`config.mk`:
```
export PLATFORM = sky130hd
export DESIGN_NAME = swsu_unit
export DESIGN_NICKNAME = d
export VERILOG_FILES = /design/src/swsu_pkg.sv /design/src/swsu_unit.sv
export SDC_FILE = /design/constraint.sdc
export NUM_CORES = 1
export LEC_CHECK = 0
export BUFFER_PORTS_ARGS = -buffer_cell sky130_fd_sc_hd__buf_2
export CAP_MARGIN = 30
export CORE_UTILIZATION = 55
export DETAILED_ROUTE_END_ITERATION = 10
export PLACE_DENSITY_LB_ADDON = 0.08
export SLEW_MARGIN = 20
export SYNTH_ARGS = -nofsm -noshare
export SYNTH_HDL_FRONTEND = slang
export SYNTH_SLANG_ARGS = --single-unit
```
`constraint.sdc`:
```
create_clock -name CORE_CLK -period 5.3 [get_ports CORE_CLK]
set_input_delay 0.53 -clock CORE_CLK [delete_from_list [all_inputs] [get_ports CORE_CLK]]
set_output_delay 0.53 -clock CORE_CLK [all_outputs]
set_load 0.005 [all_outputs]
```
`src/swsu_pkg.sv`:
```
package swsu_pkg;
	// ****************************************************
	// register byte offsets
	// ****************************************************
	localparam logic [7:0] SWSU_OFF_TX_DATA = 8'h00;
	localparam logic [7:0] SWSU_OFF_RX_DATA = 8'h04;
	localparam logic [7:0] SWSU_OFF_LINE_FORMAT = 8'h08;
	localparam logic [7:0] SWSU_OFF_LINE_STATUS = 8'h0C;
	localparam logic [7:0] SWSU_OFF_IRQ_ENABLE = 8'h10;
	localparam logic [7:0] SWSU_OFF_TXQ_STATUS = 8'h14;
	localparam logic [7:0] SWSU_OFF_TXQ_CONTROL = 8'h18;
	localparam logic [7:0] SWSU_OFF_RXQ_STATUS = 8'h1C;
	localparam logic [7:0] SWSU_OFF_RXQ_CONTROL = 8'h20;
	localparam logic [7:0] SWSU_OFF_IDLE_LOWER = 8'h24;
	localparam logic [7:0] SWSU_OFF_IDLE_UPPER = 8'h28;
	localparam logic [7:0] SWSU_OFF_DIV_LOWER = 8'h2C;
	localparam logic [7:0] SWSU_OFF_DIV_UPPER = 8'h30;
	localparam logic [7:0] SWSU_OFF_MODE = 8'h34;
	// ****************************************************
	// field positions
	// ****************************************************
	localparam int SWSU_FMT_STOP2 = 5;
	localparam int SWSU_FMT_ECHO = 6;
	localparam int SWSU_ST_TX_RDY = 0;
	localparam int SWSU_ST_RX_RDY = 1;
	localparam int SWSU_ST_TX_DONE = 2;
	localparam int SWSU_ST_OVR = 3;
	localparam int SWSU_ST_FER = 4;
	localparam int SWSU_ST_PER = 5;
	localparam int SWSU_ST_BRK = 6;
	localparam int SWSU_QC_FLUSH = 7;
	// ****************************************************
	// reset values and constants
	// ****************************************************
	localparam logic [6:0] SWSU_FORMAT_RST = 7'h03;
	localparam logic [15:0] SWSU_DIV_RST = 16'h0000;
	localparam logic [15:0] SWSU_DEBUG_MAX_DIV = 16'h0030;
	localparam logic [4:0] SWSU_QUEUE_DEPTH = 5'h10;
	localparam logic [2:0] SWSU_TRAIN_FALLS = 3'h5;
	localparam logic [31:0] SWSU_UNMAPPED_READ = 32'h00000000;
	typedef enum logic [5:0] {
		SWSU_RX_IDLE = 6'h01,
		SWSU_RX_START = 6'h02,
		SWSU_RX_DATA = 6'h04,
		SWSU_RX_PAR = 6'h08,
		SWSU_RX_STOP = 6'h10,
		SWSU_RX_WAIT_HIGH = 6'h20
	} swsu_rx_t;
	typedef enum logic [4:0] {
		SWSU_TX_IDLE = 5'h01,
		SWSU_TX_START = 5'h02,
		SWSU_TX_DATA = 5'h04,
		SWSU_TX_PAR = 5'h08,
		SWSU_TX_STOP = 5'h10
	} swsu_tx_t;
endpackage : swsu_pkg

```
`src/swsu_unit.sv`:
```
// The Avalon-MM register port and the register offsets were decided locally.
`timescale 1ns/10ps
`default_nettype none
module swsu_unit
	import swsu_pkg::*;
(
	input wire logic CORE_CLK,
	input wire logic RST,
	input wire logic [7:0] AVS_ADDRESS,
	input wire logic AVS_READ,
	input wire logic AVS_WRITE,
	input wire logic [31:0] AVS_WRITEDATA,
	input wire logic [3:0] AVS_BYTEENABLE,
	output var logic [31:0] AVS_READDATA,
	output var logic AVS_WAITREQUEST,
	input wire logic SWIO_IN,
	output var logic SWIO_OUT,
	output var logic SWIO_OE,
	output var logic IRQ
);
	typedef struct packed {
		logic ack;
		logic [31:0] rdata;
		logic sync1;
		logic sync2;
		logic [2:0] filt;
		logic line;
		logic [6:0] format;
		logic [6:0] irq_en;
		logic [3:0] tx_level;
		logic [3:0] rx_level;
		logic [15:0] idle_limit;
		logic [7:0] idle_low;
		logic [15:0] divisor;
		logic [7:0] div_low;
		logic trained;
		logic debug_mode;
		logic [2:0] falls;
		logic [15:0] train_cnt;
		logic [7:0] tx_window;
		logic [15:0][7:0] txq;
		logic [3:0] txq_rd;
		logic [3:0] txq_wr;
		logic [4:0] txq_cnt;
		logic [15:0][7:0] rxq;
		logic [3:0] rxq_rd;
		logic [3:0] rxq_wr;
		logic [4:0] rxq_cnt;
		swsu_tx_t tx_state;
		logic [15:0] tx_timer;
		logic [2:0] tx_bit;
		logic [7:0] tx_sh;
		logic tx_line;
		logic tx_oe;
		swsu_rx_t rx_state;
		logic [15:0] rx_timer;
		logic [2:0] rx_bit;
		logic [7:0] rx_sh;
		logic tx_done;
		logic ovr;
		logic fer;
		logic per;
		logic [15:0] tick_cnt;
		logic [16:0] idle_cnt;
		logic forced;
		logic irq;
	} swsu_state_t;

	swsu_state_t st;
	swsu_state_t next_st;

	// ****************************************************
	// helpers
	// ****************************************************
	function automatic logic swsu_par(input logic [2:0] mode,
		input logic [7:0] d);
		logic p;
		p = 1'b0;
		case (mode)
			3'h1: p = ~^d;
			3'h3: p = ^d;
			3'h5: p = 1'b1;
			default: p = 1'b0;
		endcase
		return p;
	endfunction : swsu_par

	logic [7:0] len_mask;
	logic [2:0] last_bit;
	logic par_on;
	logic run;
	logic bit_tick;
	logic tx_rdy;
	logic rx_rdy;
	logic rx_push;
	logic [7:0] rx_data;
	logic txq_pop;
	logic txq_push;
	logic rxq_pop;
	logic [6:0] status;
	logic req;
	logic wr;
	logic rd;
	logic fall;
	logic per_set;
	logic fer_set;

	always_comb begin
		next_st = st;
		// length select sets mask and last bit
		last_bit = 3'h4 + {1'b0, st.format[1:0]};
		len_mask = 8'hFF >> (3'h3 - {1'b0, st.format[1:0]});
		// parity only when low code bit set
		par_on = st.format[2];
		// engines run only in serial mode
		run = st.trained && !st.debug_mode;
		bit_tick = 1'b0;
		rx_push = 1'b0;
		rx_data = st.rx_sh & len_mask;
		txq_pop = 1'b0;
		rxq_pop = 1'b0;
		req = (AVS_READ || AVS_WRITE) && !st.ack;
		wr = req && AVS_WRITE && AVS_BYTEENABLE[0];
		rd = req && AVS_READ;
		txq_push = 1'b0;
		per_set = 1'b0;
		fer_set = 1'b0;

		// ****************************************************
		// line input: sync, then filter
		// ****************************************************
		next_st.sync1 = SWIO_IN;
		next_st.sync2 = st.sync1;
		next_st.filt = {st.filt[1:0], st.sync2};
		next_st.line = (st.filt[0] & st.filt[1]) |
			(st.filt[1] & st.filt[2]) | (st.filt[0] & st.filt[2]);
		fall = st.line && !next_st.line;

		if (st.tick_cnt + 16'h0001 >= st.divisor) begin
			next_st.tick_cnt = 16'h0000;
			bit_tick = 1'b1;
		end else begin
			next_st.tick_cnt = st.tick_cnt + 16'h0001;
		end

		// ****************************************************
		// training character measurement
		// ****************************************************
		// five falls of 0x55 span eight bit times
		if (!st.trained) begin
			if (st.falls != 3'h0) begin
				next_st.train_cnt = st.train_cnt + 16'h0001;
			end
			if (fall) begin
				next_st.falls = st.falls + 3'h1;
				if (st.falls == 3'h0) begin
					next_st.train_cnt = 16'h0001;
				end
				if (st.falls + 3'h1 == SWSU_TRAIN_FALLS) begin
					next_st.divisor = {3'h0, st.train_cnt[15:3]};
					next_st.trained = 1'b1;
					next_st.debug_mode =
						{3'h0, st.train_cnt[15:3]} <= SWSU_DEBUG_MAX_DIV;
					next_st.rx_state = SWSU_RX_WAIT_HIGH;
				end
			end
		end

		// ****************************************************
		// transmitter
		// ****************************************************
		if (st.tx_timer != 16'h0000) begin
			next_st.tx_timer = st.tx_timer - 16'h0001;
		end
		case (st.tx_state)
			SWSU_TX_IDLE: begin
				next_st.tx_oe = 1'b0;
				next_st.tx_line = 1'b1;
				// head moves in when shifter empty
				if (run && st.txq_cnt != 5'h00) begin
					txq_pop = 1'b1;
					next_st.tx_sh = st.txq[st.txq_rd];
					next_st.tx_state = SWSU_TX_START;
					next_st.tx_oe = 1'b1;
					// start bit low one bit time
					next_st.tx_line = 1'b0;
					next_st.tx_timer = st.divisor - 16'h0001;
					next_st.tx_bit = 3'h0;
				end
			end
			SWSU_TX_START, SWSU_TX_DATA, SWSU_TX_PAR: begin
				if (st.tx_timer == 16'h0000) begin
					next_st.tx_timer = st.divisor - 16'h0001;
					if (st.tx_state == SWSU_TX_START) begin
						next_st.tx_state = SWSU_TX_DATA;
						next_st.tx_line = st.tx_sh[0];
					end else if (st.tx_state == SWSU_TX_DATA &&
						st.tx_bit != last_bit) begin
						next_st.tx_bit = st.tx_bit + 3'h1;
						next_st.tx_line = st.tx_sh[st.tx_bit + 3'h1];
					end else if (st.tx_state == SWSU_TX_DATA && par_on) begin
						next_st.tx_state = SWSU_TX_PAR;
						next_st.tx_line = swsu_par(st.format[4:2],
							st.tx_sh & len_mask);
					end else begin
						// stop time one or two bits
						next_st.tx_state = SWSU_TX_STOP;
						next_st.tx_line = 1'b1;
						if (st.format[SWSU_FMT_STOP2]) begin
							next_st.tx_timer = {st.divisor[14:0], 1'b0} -
								16'h0001;
						end
					end
				end
			end
			SWSU_TX_STOP: begin
				if (st.tx_timer == 16'h0000) begin
					next_st.tx_state = SWSU_TX_IDLE;
					next_st.tx_oe = 1'b0;
					if (st.txq_cnt == 5'h00) begin
						next_st.tx_done = 1'b1;
					end
				end
			end
			default: next_st.tx_state = SWSU_TX_IDLE;
		endcase

		// ****************************************************
		// receiver
		// ****************************************************
		if (st.rx_timer != 16'h0000) begin
			next_st.rx_timer = st.rx_timer - 16'h0001;
		end
		case (st.rx_state)
			SWSU_RX_IDLE: begin
				if (run && fall && !(st.format[SWSU_FMT_ECHO] &&
					st.tx_oe)) begin
					next_st.rx_state = SWSU_RX_START;
					next_st.rx_timer = {1'b0, st.divisor[15:1]};
				end
			end
			SWSU_RX_START: begin
				if (st.rx_timer == 16'h0000) begin
					if (st.line) begin
						next_st.rx_state = SWSU_RX_IDLE;
					end else begin
						next_st.rx_state = SWSU_RX_DATA;
						next_st.rx_timer = st.divisor - 16'h0001;
						next_st.rx_bit = 3'h0;
						next_st.rx_sh = 8'h00;
					end
				end
			end
			SWSU_RX_DATA: begin
				if (st.rx_timer == 16'h0000) begin
					next_st.rx_sh[st.rx_bit] = st.line;
					next_st.rx_timer = st.divisor - 16'h0001;
					next_st.rx_bit = st.rx_bit + 3'h1;
					if (st.rx_bit == last_bit) begin
						next_st.rx_state = par_on ? SWSU_RX_PAR :
							SWSU_RX_STOP;
					end
				end
			end
			SWSU_RX_PAR: begin
				if (st.rx_timer == 16'h0000) begin
					next_st.rx_timer = st.divisor - 16'h0001;
					next_st.rx_state = SWSU_RX_STOP;
					if (st.line != swsu_par(st.format[4:2], rx_data)) begin
						per_set = 1'b1;
					end
				end
			end
			SWSU_RX_STOP: begin
				if (st.rx_timer == 16'h0000) begin
					if (!st.line) begin
						fer_set = 1'b1;
						next_st.rx_state = SWSU_RX_WAIT_HIGH;
					end else begin
						next_st.rx_state = SWSU_RX_IDLE;
						rx_push = !st.per && !next_st.per && !st.fer;
					end
				end
			end
			SWSU_RX_WAIT_HIGH: begin
				if (st.line) begin
					next_st.rx_state = SWSU_RX_IDLE;
				end
			end
			default: next_st.rx_state = SWSU_RX_IDLE;
		endcase

		// ****************************************************
		// register access
		// ****************************************************
		// threshold is code plus one
		tx_rdy = (SWSU_QUEUE_DEPTH - st.txq_cnt) >=
			({1'b0, st.tx_level} + 5'h01);
		rx_rdy = (st.rxq_cnt >= ({1'b0, st.rx_level} + 5'h01)) ||
			st.forced;
		status = {1'b0, st.per, st.fer, st.ovr, st.tx_done, rx_rdy, tx_rdy};
		next_st.ack = req;
		if (rd) begin
			next_st.rdata = SWSU_UNMAPPED_READ;
			if (AVS_ADDRESS == SWSU_OFF_TX_DATA) begin
				next_st.rdata[7:0] = st.tx_window;
			end else if (AVS_ADDRESS == SWSU_OFF_RX_DATA) begin
				next_st.rdata[7:0] = st.rxq[st.rxq_rd];
				rxq_pop = st.rxq_cnt != 5'h00;
			end else if (AVS_ADDRESS == SWSU_OFF_LINE_FORMAT) begin
				next_st.rdata[6:0] = st.format;
			end else if (AVS_ADDRESS == SWSU_OFF_LINE_STATUS) begin
				next_st.rdata[6:0] = status;
			end else if (AVS_ADDRESS == SWSU_OFF_IRQ_ENABLE) begin
				next_st.rdata[6:0] = st.irq_en;
			end else if (AVS_ADDRESS == SWSU_OFF_TXQ_STATUS) begin
				next_st.rdata[7:0] = {st.txq_cnt != SWSU_QUEUE_DEPTH,
					st.txq_cnt != 5'h00, 1'b0, st.txq_cnt};
			end else if (AVS_ADDRESS == SWSU_OFF_TXQ_CONTROL) begin
				next_st.rdata[3:0] = st.tx_level;
			end else if (AVS_ADDRESS == SWSU_OFF_RXQ_STATUS) begin
				next_st.rdata[7:0] = {st.rxq_cnt != SWSU_QUEUE_DEPTH,
					st.rxq_cnt != 5'h00, 1'b0, st.rxq_cnt};
			end else if (AVS_ADDRESS == SWSU_OFF_RXQ_CONTROL) begin
				next_st.rdata[3:0] = st.rx_level;
			end else if (AVS_ADDRESS == SWSU_OFF_IDLE_LOWER) begin
				next_st.rdata[7:0] = st.idle_limit[7:0];
			end else if (AVS_ADDRESS == SWSU_OFF_IDLE_UPPER) begin
				next_st.rdata[7:0] = st.idle_limit[15:8];
			end else if (AVS_ADDRESS == SWSU_OFF_DIV_LOWER) begin
				next_st.rdata[7:0] = st.divisor[7:0];
			end else if (AVS_ADDRESS == SWSU_OFF_DIV_UPPER) begin
				next_st.rdata[7:0] = st.divisor[15:8];
			end else if (AVS_ADDRESS == SWSU_OFF_MODE) begin
				next_st.rdata[1:0] = {st.trained, st.debug_mode};
			end
		end
		// hardware sets below win over software clears
		if (wr) begin
			if (AVS_ADDRESS == SWSU_OFF_TX_DATA) begin
				next_st.tx_window = AVS_WRITEDATA[7:0];
				txq_push = st.txq_cnt != SWSU_QUEUE_DEPTH;
			end else if (AVS_ADDRESS == SWSU_OFF_LINE_FORMAT) begin
				next_st.format = AVS_WRITEDATA[6:0];
			end else if (AVS_ADDRESS == SWSU_OFF_LINE_STATUS) begin
				next_st.tx_done = st.tx_done &
					!AVS_WRITEDATA[SWSU_ST_TX_DONE];
				next_st.ovr = st.ovr & !AVS_WRITEDATA[SWSU_ST_OVR];
				next_st.fer = st.fer & !AVS_WRITEDATA[SWSU_ST_FER];
				next_st.per = st.per & !AVS_WRITEDATA[SWSU_ST_PER];
			end else if (AVS_ADDRESS == SWSU_OFF_IRQ_ENABLE) begin
				next_st.irq_en = AVS_WRITEDATA[6:0];
			end else if (AVS_ADDRESS == SWSU_OFF_TXQ_CONTROL) begin
				next_st.tx_level = AVS_WRITEDATA[3:0];
			end else if (AVS_ADDRESS == SWSU_OFF_RXQ_CONTROL) begin
				next_st.rx_level = AVS_WRITEDATA[3:0];
			end else if (AVS_ADDRESS == SWSU_OFF_IDLE_LOWER) begin
				// low byte held until upper written
				next_st.idle_low = AVS_WRITEDATA[7:0];
			end else if (AVS_ADDRESS == SWSU_OFF_IDLE_UPPER) begin
				next_st.idle_limit = {AVS_WRITEDATA[7:0], st.idle_low};
			end else if (AVS_ADDRESS == SWSU_OFF_DIV_LOWER) begin
				next_st.div_low = AVS_WRITEDATA[7:0];
			end else if (AVS_ADDRESS == SWSU_OFF_DIV_UPPER) begin
				next_st.divisor = {AVS_WRITEDATA[7:0], st.div_low};
				next_st.debug_mode = {AVS_WRITEDATA[7:0], st.div_low} <=
					SWSU_DEBUG_MAX_DIV;
				next_st.trained = 1'b1;
				next_st.falls = 3'h0;
				next_st.tx_state = SWSU_TX_IDLE;
				next_st.tx_oe = 1'b0;
				next_st.tx_line = 1'b1;
				next_st.rx_state = SWSU_RX_WAIT_HIGH;
				next_st.tick_cnt = 16'h0000;
				txq_pop = 1'b0;
				rx_push = 1'b0;
			end
		end
		// error sets applied after the clear so the event is not lost
		if (per_set) begin
			next_st.per = 1'b1;
		end
		if (fer_set) begin
			next_st.fer = 1'b1;
		end
		if (st.tx_state != SWSU_TX_IDLE && next_st.tx_state ==
			SWSU_TX_IDLE && st.txq_cnt == 5'h00) begin
			next_st.tx_done = 1'b1;
		end else if (txq_push) begin
			next_st.tx_done = 1'b0;
		end

		// ****************************************************
		// queues
		// ****************************************************
		// transmit queue push and pop
		if (txq_push) begin
			next_st.txq[st.txq_wr] = AVS_WRITEDATA[7:0];
			next_st.txq_wr = st.txq_wr + 4'h1;
		end
		if (txq_pop) begin
			next_st.txq_rd = st.txq_rd + 4'h1;
		end
		next_st.txq_cnt = st.txq_cnt + {4'h0, txq_push} -
			{4'h0, txq_pop};
		if (rx_push && st.rxq_cnt == SWSU_QUEUE_DEPTH && !rxq_pop) begin
			next_st.ovr = 1'b1;
			rx_push = 1'b0;
		end
		if (rx_push) begin
			next_st.rxq[st.rxq_wr] = rx_data;
			next_st.rxq_wr = st.rxq_wr + 4'h1;
		end
		if (rxq_pop) begin
			next_st.rxq_rd = st.rxq_rd + 4'h1;
		end
		next_st.rxq_cnt = st.rxq_cnt + {4'h0, rx_push} -
			{4'h0, rxq_pop};
		if (wr && AVS_ADDRESS == SWSU_OFF_TXQ_CONTROL &&
			AVS_WRITEDATA[SWSU_QC_FLUSH]) begin
			next_st.txq_rd = 4'h0;
			next_st.txq_wr = 4'h0;
			next_st.txq_cnt = 5'h00;
		end
		if (wr && AVS_ADDRESS == SWSU_OFF_RXQ_CONTROL &&
			AVS_WRITEDATA[SWSU_QC_FLUSH]) begin
			next_st.rxq_rd = 4'h0;
			next_st.rxq_wr = 4'h0;
			next_st.rxq_cnt = 5'h00;
		end

		if (next_st.rxq_cnt == 5'h00) begin
			next_st.forced = 1'b0;
			next_st.idle_cnt = 17'h00000;
		end else if (rx_rdy || rx_push || rxq_pop) begin
			next_st.idle_cnt = 17'h00000;
		end else if (bit_tick) begin
			next_st.idle_cnt = st.idle_cnt + 17'h00001;
			if (st.idle_cnt + 17'h00001 >= {1'b0, st.idle_limit} +
				17'h00001) begin
				next_st.forced = 1'b1;
			end
		end
		next_st.irq = |(status & st.irq_en);
	end

	always_ff @(posedge CORE_CLK) begin
		if (RST) begin
			st <= '0;
			st.format <= SWSU_FORMAT_RST;
			st.divisor <= SWSU_DIV_RST;
			st.sync1 <= 1'b1;
			st.sync2 <= 1'b1;
			st.filt <= 3'h7;
			st.line <= 1'b1;
			st.tx_line <= 1'b1;
			st.tx_state <= SWSU_TX_IDLE;
			st.rx_state <= SWSU_RX_IDLE;
		end else begin
			st <= next_st;
		end
	end

	assign AVS_READDATA = st.rdata;
	assign AVS_WAITREQUEST = !st.ack;
	assign SWIO_OUT = st.tx_line;
	assign SWIO_OE = st.tx_oe;
	assign IRQ = st.irq;
endmodule : swsu_unit
`default_nettype wire

```
Word level (Yosys, flattened, before mapping). Index checks and enable logic that the tools add are counted.

Bits in registers: 502. Input bits: 49. Output and inout port bits: 36. Logic and storage cells: 451.

Add/sub/neg operators: 24. $lt $le $gt $ge: 15. Eq/ne operators: 49. Shift operators: 1. Mux-type cells: 183. Bitwise operators: 21. Reductions and logical operators: 83.

Operator list (count): $mux 16 (20); $mux 29 (9); $bwmux 128 (2); $mux 8 (23); $mux 5 (18); $mux 33 (2); $bmux 8 s4 (2); $demux 8 s4 (2); $pmux 16 s4 (1); $sub 16x1->16 const B (4); $mux 21 (3); $mux 1 (60); $mux 20 (3); $eq 8x6->1 const B (6); $mux 6 (8); $mux 22 (2); $pmux 19 s2 (1); $pmux 6 s6 (1); $mux 34 (1); $add 16x1->16 const B (2); $eq 8x5->1 const B (4); $logic_not 16->1 (2); $reduce_bool 16->1 (2); $mux 27 (1); other kinds (84) (197).

Longest topological paths before layout.
Depth in word-level cells: 24. Gate-level depth with buffers: 19. Gate-level depth less buffers: 18.

Worst setup path before layout. Ideal clock, no wire load.

Path type: in2reg. From: input AVS_ADDRESS[5]. To: register st[11] (netlist name). Library setup time: 70 ps. Arrival time: 3736 ps. Data required time: 5230 ps. Slack: 1494 ps. Cell stages on the path: 19. Buffers on the path: 2. Cell sequence: buf_2 nor4_4 nand3_2 o21a_1 nor3_1 inv_1 ha_1 inv_1 ha_1 inv_1 fa_1 inv_1 a21oi_1 o21bai_1 xnor2_1 a31oi_1 nand2_2 buf_4 a21oi_1.

Word-level cells in the longest chain between the ends: 20. Elaborated cells between the ends (all ways): 38. Those cells by class: add/sub: 2; eq/ne: 10; mux: 16; reduce/logical: 10.

RTL lines: start: declaration (line swsu_unit.sv:9) `input wire logic [7:0] AVS_ADDRESS,`; $eq 8x6->1 (line swsu_unit.sv:364) `end else if (AVS_ADDRESS == SWSU_OFF_DIV_UPPER) begin`; $mux 1 (line swsu_unit.sv:364); $mux 1 (line swsu_unit.sv:362) `end else if (AVS_ADDRESS == SWSU_OFF_DIV_LOWER) begin`; $mux 1 (line swsu_unit.sv:360) `end else if (AVS_ADDRESS == SWSU_OFF_IDLE_UPPER) begin`; $mux 1 (line swsu_unit.sv:357) `end else if (AVS_ADDRESS == SWSU_OFF_IDLE_LOWER) begin`; $mux 1 (line swsu_unit.sv:355) `end else if (AVS_ADDRESS == SWSU_OFF_RXQ_CONTROL) begin`; $mux 1 (line swsu_unit.sv:353) `end else if (AVS_ADDRESS == SWSU_OFF_TXQ_CONTROL) begin`; $mux 1 (line swsu_unit.sv:351) `end else if (AVS_ADDRESS == SWSU_OFF_IRQ_ENABLE) begin`; [3 not listed]; $mux 1 (line swsu_unit.sv:339) `if (wr) begin`; $logic_and 1x1->1 (2 in series) (line swsu_unit.sv:406) `if (rx_push && st.rxq_cnt == SWSU_QUEUE_DEPTH && !rxq_pop) begin`; $mux 1 (line swsu_unit.sv:406); $add 5x1->5 (line swsu_unit.sv:417) `next_st.rxq_cnt = st.rxq_cnt + {4'h0, rx_push} -`; $sub 5x1->5 (line swsu_unit.sv:417); $mux 5 (line swsu_unit.sv:425) `if (wr && AVS_ADDRESS == SWSU_OFF_RXQ_CONTROL &&`; $logic_not 5->1 (line swsu_unit.sv:432) `if (next_st.rxq_cnt == 5'h00) begin`; $reduce_or 3->1 (no line) (*); end signal: assignment (line swsu_unit.sv:460) `st <= next_st;`; end: declaration (line swsu_unit.sv:69) `swsu_state_t st;`.

Mark *: on every way between the ends. The rest lies on a longest branch, timed or not. A chain may end at the register's enable or synchronous reset.

Worst setup path after layout.
From: register st[61] (netlist name). To: register st[15] (netlist name).

Word-level cells in the longest chain between the ends: 22. Elaborated cells between the ends (all ways): 24. Those cells by class: add/sub: 2; mux: 15; reduce/logical: 7.

RTL lines: $logic_not 16->1 (*) (line swsu_unit.sv:275) `if (st.rx_timer == 16'h0000) begin`; $mux 1 (*) (line swsu_unit.sv:275); $mux 1 (*) (line swsu_unit.sv:234) `case (st.rx_state)`; $mux 1 (line swsu_unit.sv:364); $mux 1 (line swsu_unit.sv:362); $mux 1 (line swsu_unit.sv:360); $mux 1 (line swsu_unit.sv:357); $mux 1 (line swsu_unit.sv:355); [5 not listed]; $mux 1 (*) (line swsu_unit.sv:339); $logic_and 1x1->1 (2 in series) (line swsu_unit.sv:406); $mux 1 (*) (line swsu_unit.sv:406); $add 5x1->5 (line swsu_unit.sv:417); $sub 5x1->5 (line swsu_unit.sv:417); $mux 5 (line swsu_unit.sv:425); $logic_not 5->1 (line swsu_unit.sv:432); $reduce_or 3->1 (no line) (*).

Marked as above.

==> reports/qor.txt <==
Rel. slew slack: 36.7%
Multi-input gate area: 15100 µm²
Number of global-route vias before repair: 20.9k
Critical path class: reg -> reg
Filler cell count: 4193
Hold buffer count at cts: 0
Peak supply drop: 0.314 mV
R2R cell count: 17
Final Max Tran Viols: 0
Largest net degree at the start of global routing: 153
Port Buffer Count: 33
Netlist cell types: 76
Avg WL per Cell: 20.3 µm
Outcome: finished clean
Unrepaired setup endpoints after global routing: false
Post-cts sizing count: 0
Reg2reg start: st[61]
Via count: 22.3k
First-pass GRT wire length: 117000 µm
Worst setup path startpoint: st[61]
Register area share after synthesis: 37.9%
Die Y: 221 µm
Syn Area/Cell: 8.61 µm²
Nets@finish: 3110
Required @ worst endpoint: 5830 ps
Top fanout value on the critical path: 17
Postcts setup bufs: 0
Worst Clk Skew: 21.9 ps
Die Span X: 221 µm
Top cell type by total area after synthesis: dfxtp_1
Post-Syn Instances: 3076
WL final: 73600 µm
Layout Cells excl Fill: 3632
R2R Path End: st[15]
Row cnt: 80
Fin crit share: 84.0%
Reg2Reg Setup Slack: 850 ps
Top cell by count, worst path: inv_1
TNS Setup: 0 ps
PD cells: 317 nW/µm²
Die Footprint: 49100 µm²
Synth top cells by count: 502 x dfxtp_1, 336 x nand2_1, 284 x a21oi_1, 237 x nor2_1, 202 x nand3_1
Setup crit end: st[15]
Area Overhead vs Synth: 7.80%
I/O pin count: 85
Minimum clock period: 4450 ps
CORE AREA: 47600 µm²
CP Launch Type: flop
Total CTS buffers: 53
# placed instances: 3534
Final Setup Violations: 0
Pleak: 0.0102 µW
DRC: 0
Layout cells sized above 1: 10.1%
GP Congestion: 0.941
Drt first pass iters: 6
GRT Total Usage: 29.7%
Top cells by area, synth: dfxtp_1 38%, mux4_2 6.9%, a21oi_1 5.4%
Cell with the most instances after synthesis: dfxtp_1
Area share of the largest cell type after synthesis: 37.9%
Number of synthesized flops with an enable pin: 0
Total congestion overflow: 0
Vias per cell: 6.15
Worst hold-check path type: in -> reg
Initial DRC count: 2215
Dpl hpwl: 49600 µm
Worst Tran Pin Value: 941 ps
Crit path capture type: flop
Register Area: 10100 µm²
Arr. time, crit path: 4980 ps
CTS tree: done
Top_reg_cell synth: dfxtp_1
CTS root buf: clkbuf_16
CTS Buffer Depth: 3
Max stage delay on crit path: 580 ps
Fmax: 0.225 GHz
CTS sink cnt: 502
Final hold vios: 0
Antenna-violating nets left: 0
Number of warnings issued by yosys: 0
CP max stage cell: or4_4
Worst-skew pair later-pin latency: 620 ps
Seq cells post-synth: 502
H-tree Lvls: 2
Mapped cell area: 26500 µm²
Placed cell area: 26700 µm²
Max_cap viols: 0
Design area: 28600 µm²
Starting Density: 55.6%
Initial antenna violation count: 0
Cell breakdown of the critical path: or4_4 > nor4b_4 > nand3_1 > nor3_1 > inv_1 > ha_1 > inv_1 > ha_1 > inv_1 > fa_1 > inv_1 > a21oi_1 > o21bai_1 > xnor2_1 > a31oi_1 > nand2_2 > a21oi_1
Ys async rst share: 0%
Clock-pin slew on the worst setup and hold paths: 60 ps
## layer usage
layer	global-route usage [%]	part of all wire, %
met1	42.0	45
met5	0	0
met4	7.64	2.3
met3	4.32	6.6
met2	47.6	46
## worst min-delay path by stage
stage,startpoint,endpoint,cells past startpoint
2_1_floorplan,next_st[491],next_st[488],1
3_3_place_gp,next_st[491],next_st[488],1
3_5_place_dp,next_st[488],next_st[489],1
4_1_cts,SWIO_IN,next_st[491],2
5_1_grt,SWIO_IN,next_st[491],2
6_report,SWIO_IN,next_st[491],2
## per-stage QoR
stage                     power [µW]  hold WS (ps)  setup slack [ps]  utilization, %
after floorplan                 4920           389              1490               -
after global placement          5130           403               676            56.0
after detailed placement        5150           395               635            56.0
after CTS                       9090          94.8               805            59.9
after global routing            9390          86.0               473            59.9
final                           9040           108               849            59.9
## cell families after synthesis
group	share of synthesized area (%)
and+or+nand+nor	24.0
AOI/OAI and AO/OA	13.7
DFF	37.9
buffers and inverters	5.50
muxes	9.96
xor gates and xnor gates	4.78
adders and majority gates	4.20
other	0.0142
## cells in the final DEF (no fill, tap or decap), drive strengths merged, types with 79 or more instances in the layout
master,instances
o21ai,203
nand3b,137
nor2,238
a21oi,284
mux4,81
clkbuf,79
nand3,218
ha,85
nand2,337
xnor2,84
dfxtp,502
## critical path, delay by kind of cell, from the launching register on
family,cells,cell delay [ps]
adders and majority gates,3,850
AOI/OAI and AO/OA,4,740
xor gates and xnor gates,1,100
and+or+nand+nor,5,2050
buffers and inverters,4,250
DFF,1,350
## registers in the layout, indices dropped and copies added, names as in the netlist
signal,flops
next_st,4
AVS_READDATA,8
par_on,1
st,486
IRQ,1
SWIO_OE,1
SWIO_OUT,1
## power breakdown
group	total [µW]	switching, µW	internal (µW)	leakage, µW
Sequential	3970	96.1	3870	0.00405
Clock	3950	1570	2370	0.000917
Combinational	1130	698	432	0.00522
## final cells by class
class | count | area share (%)
inverters | 72 | 0.946
flip-flops and latches | 502 | 35.2
diodes | 1 | 0.00876
repair buffers | 73 | 1.72
multi-input cells | 2272 | 52.9
well taps | 615 | 2.69
clock inverters | 18 | 0.959
clock buffers | 79 | 5.59
No activity file was read; power rests on OpenSTA's default activity.
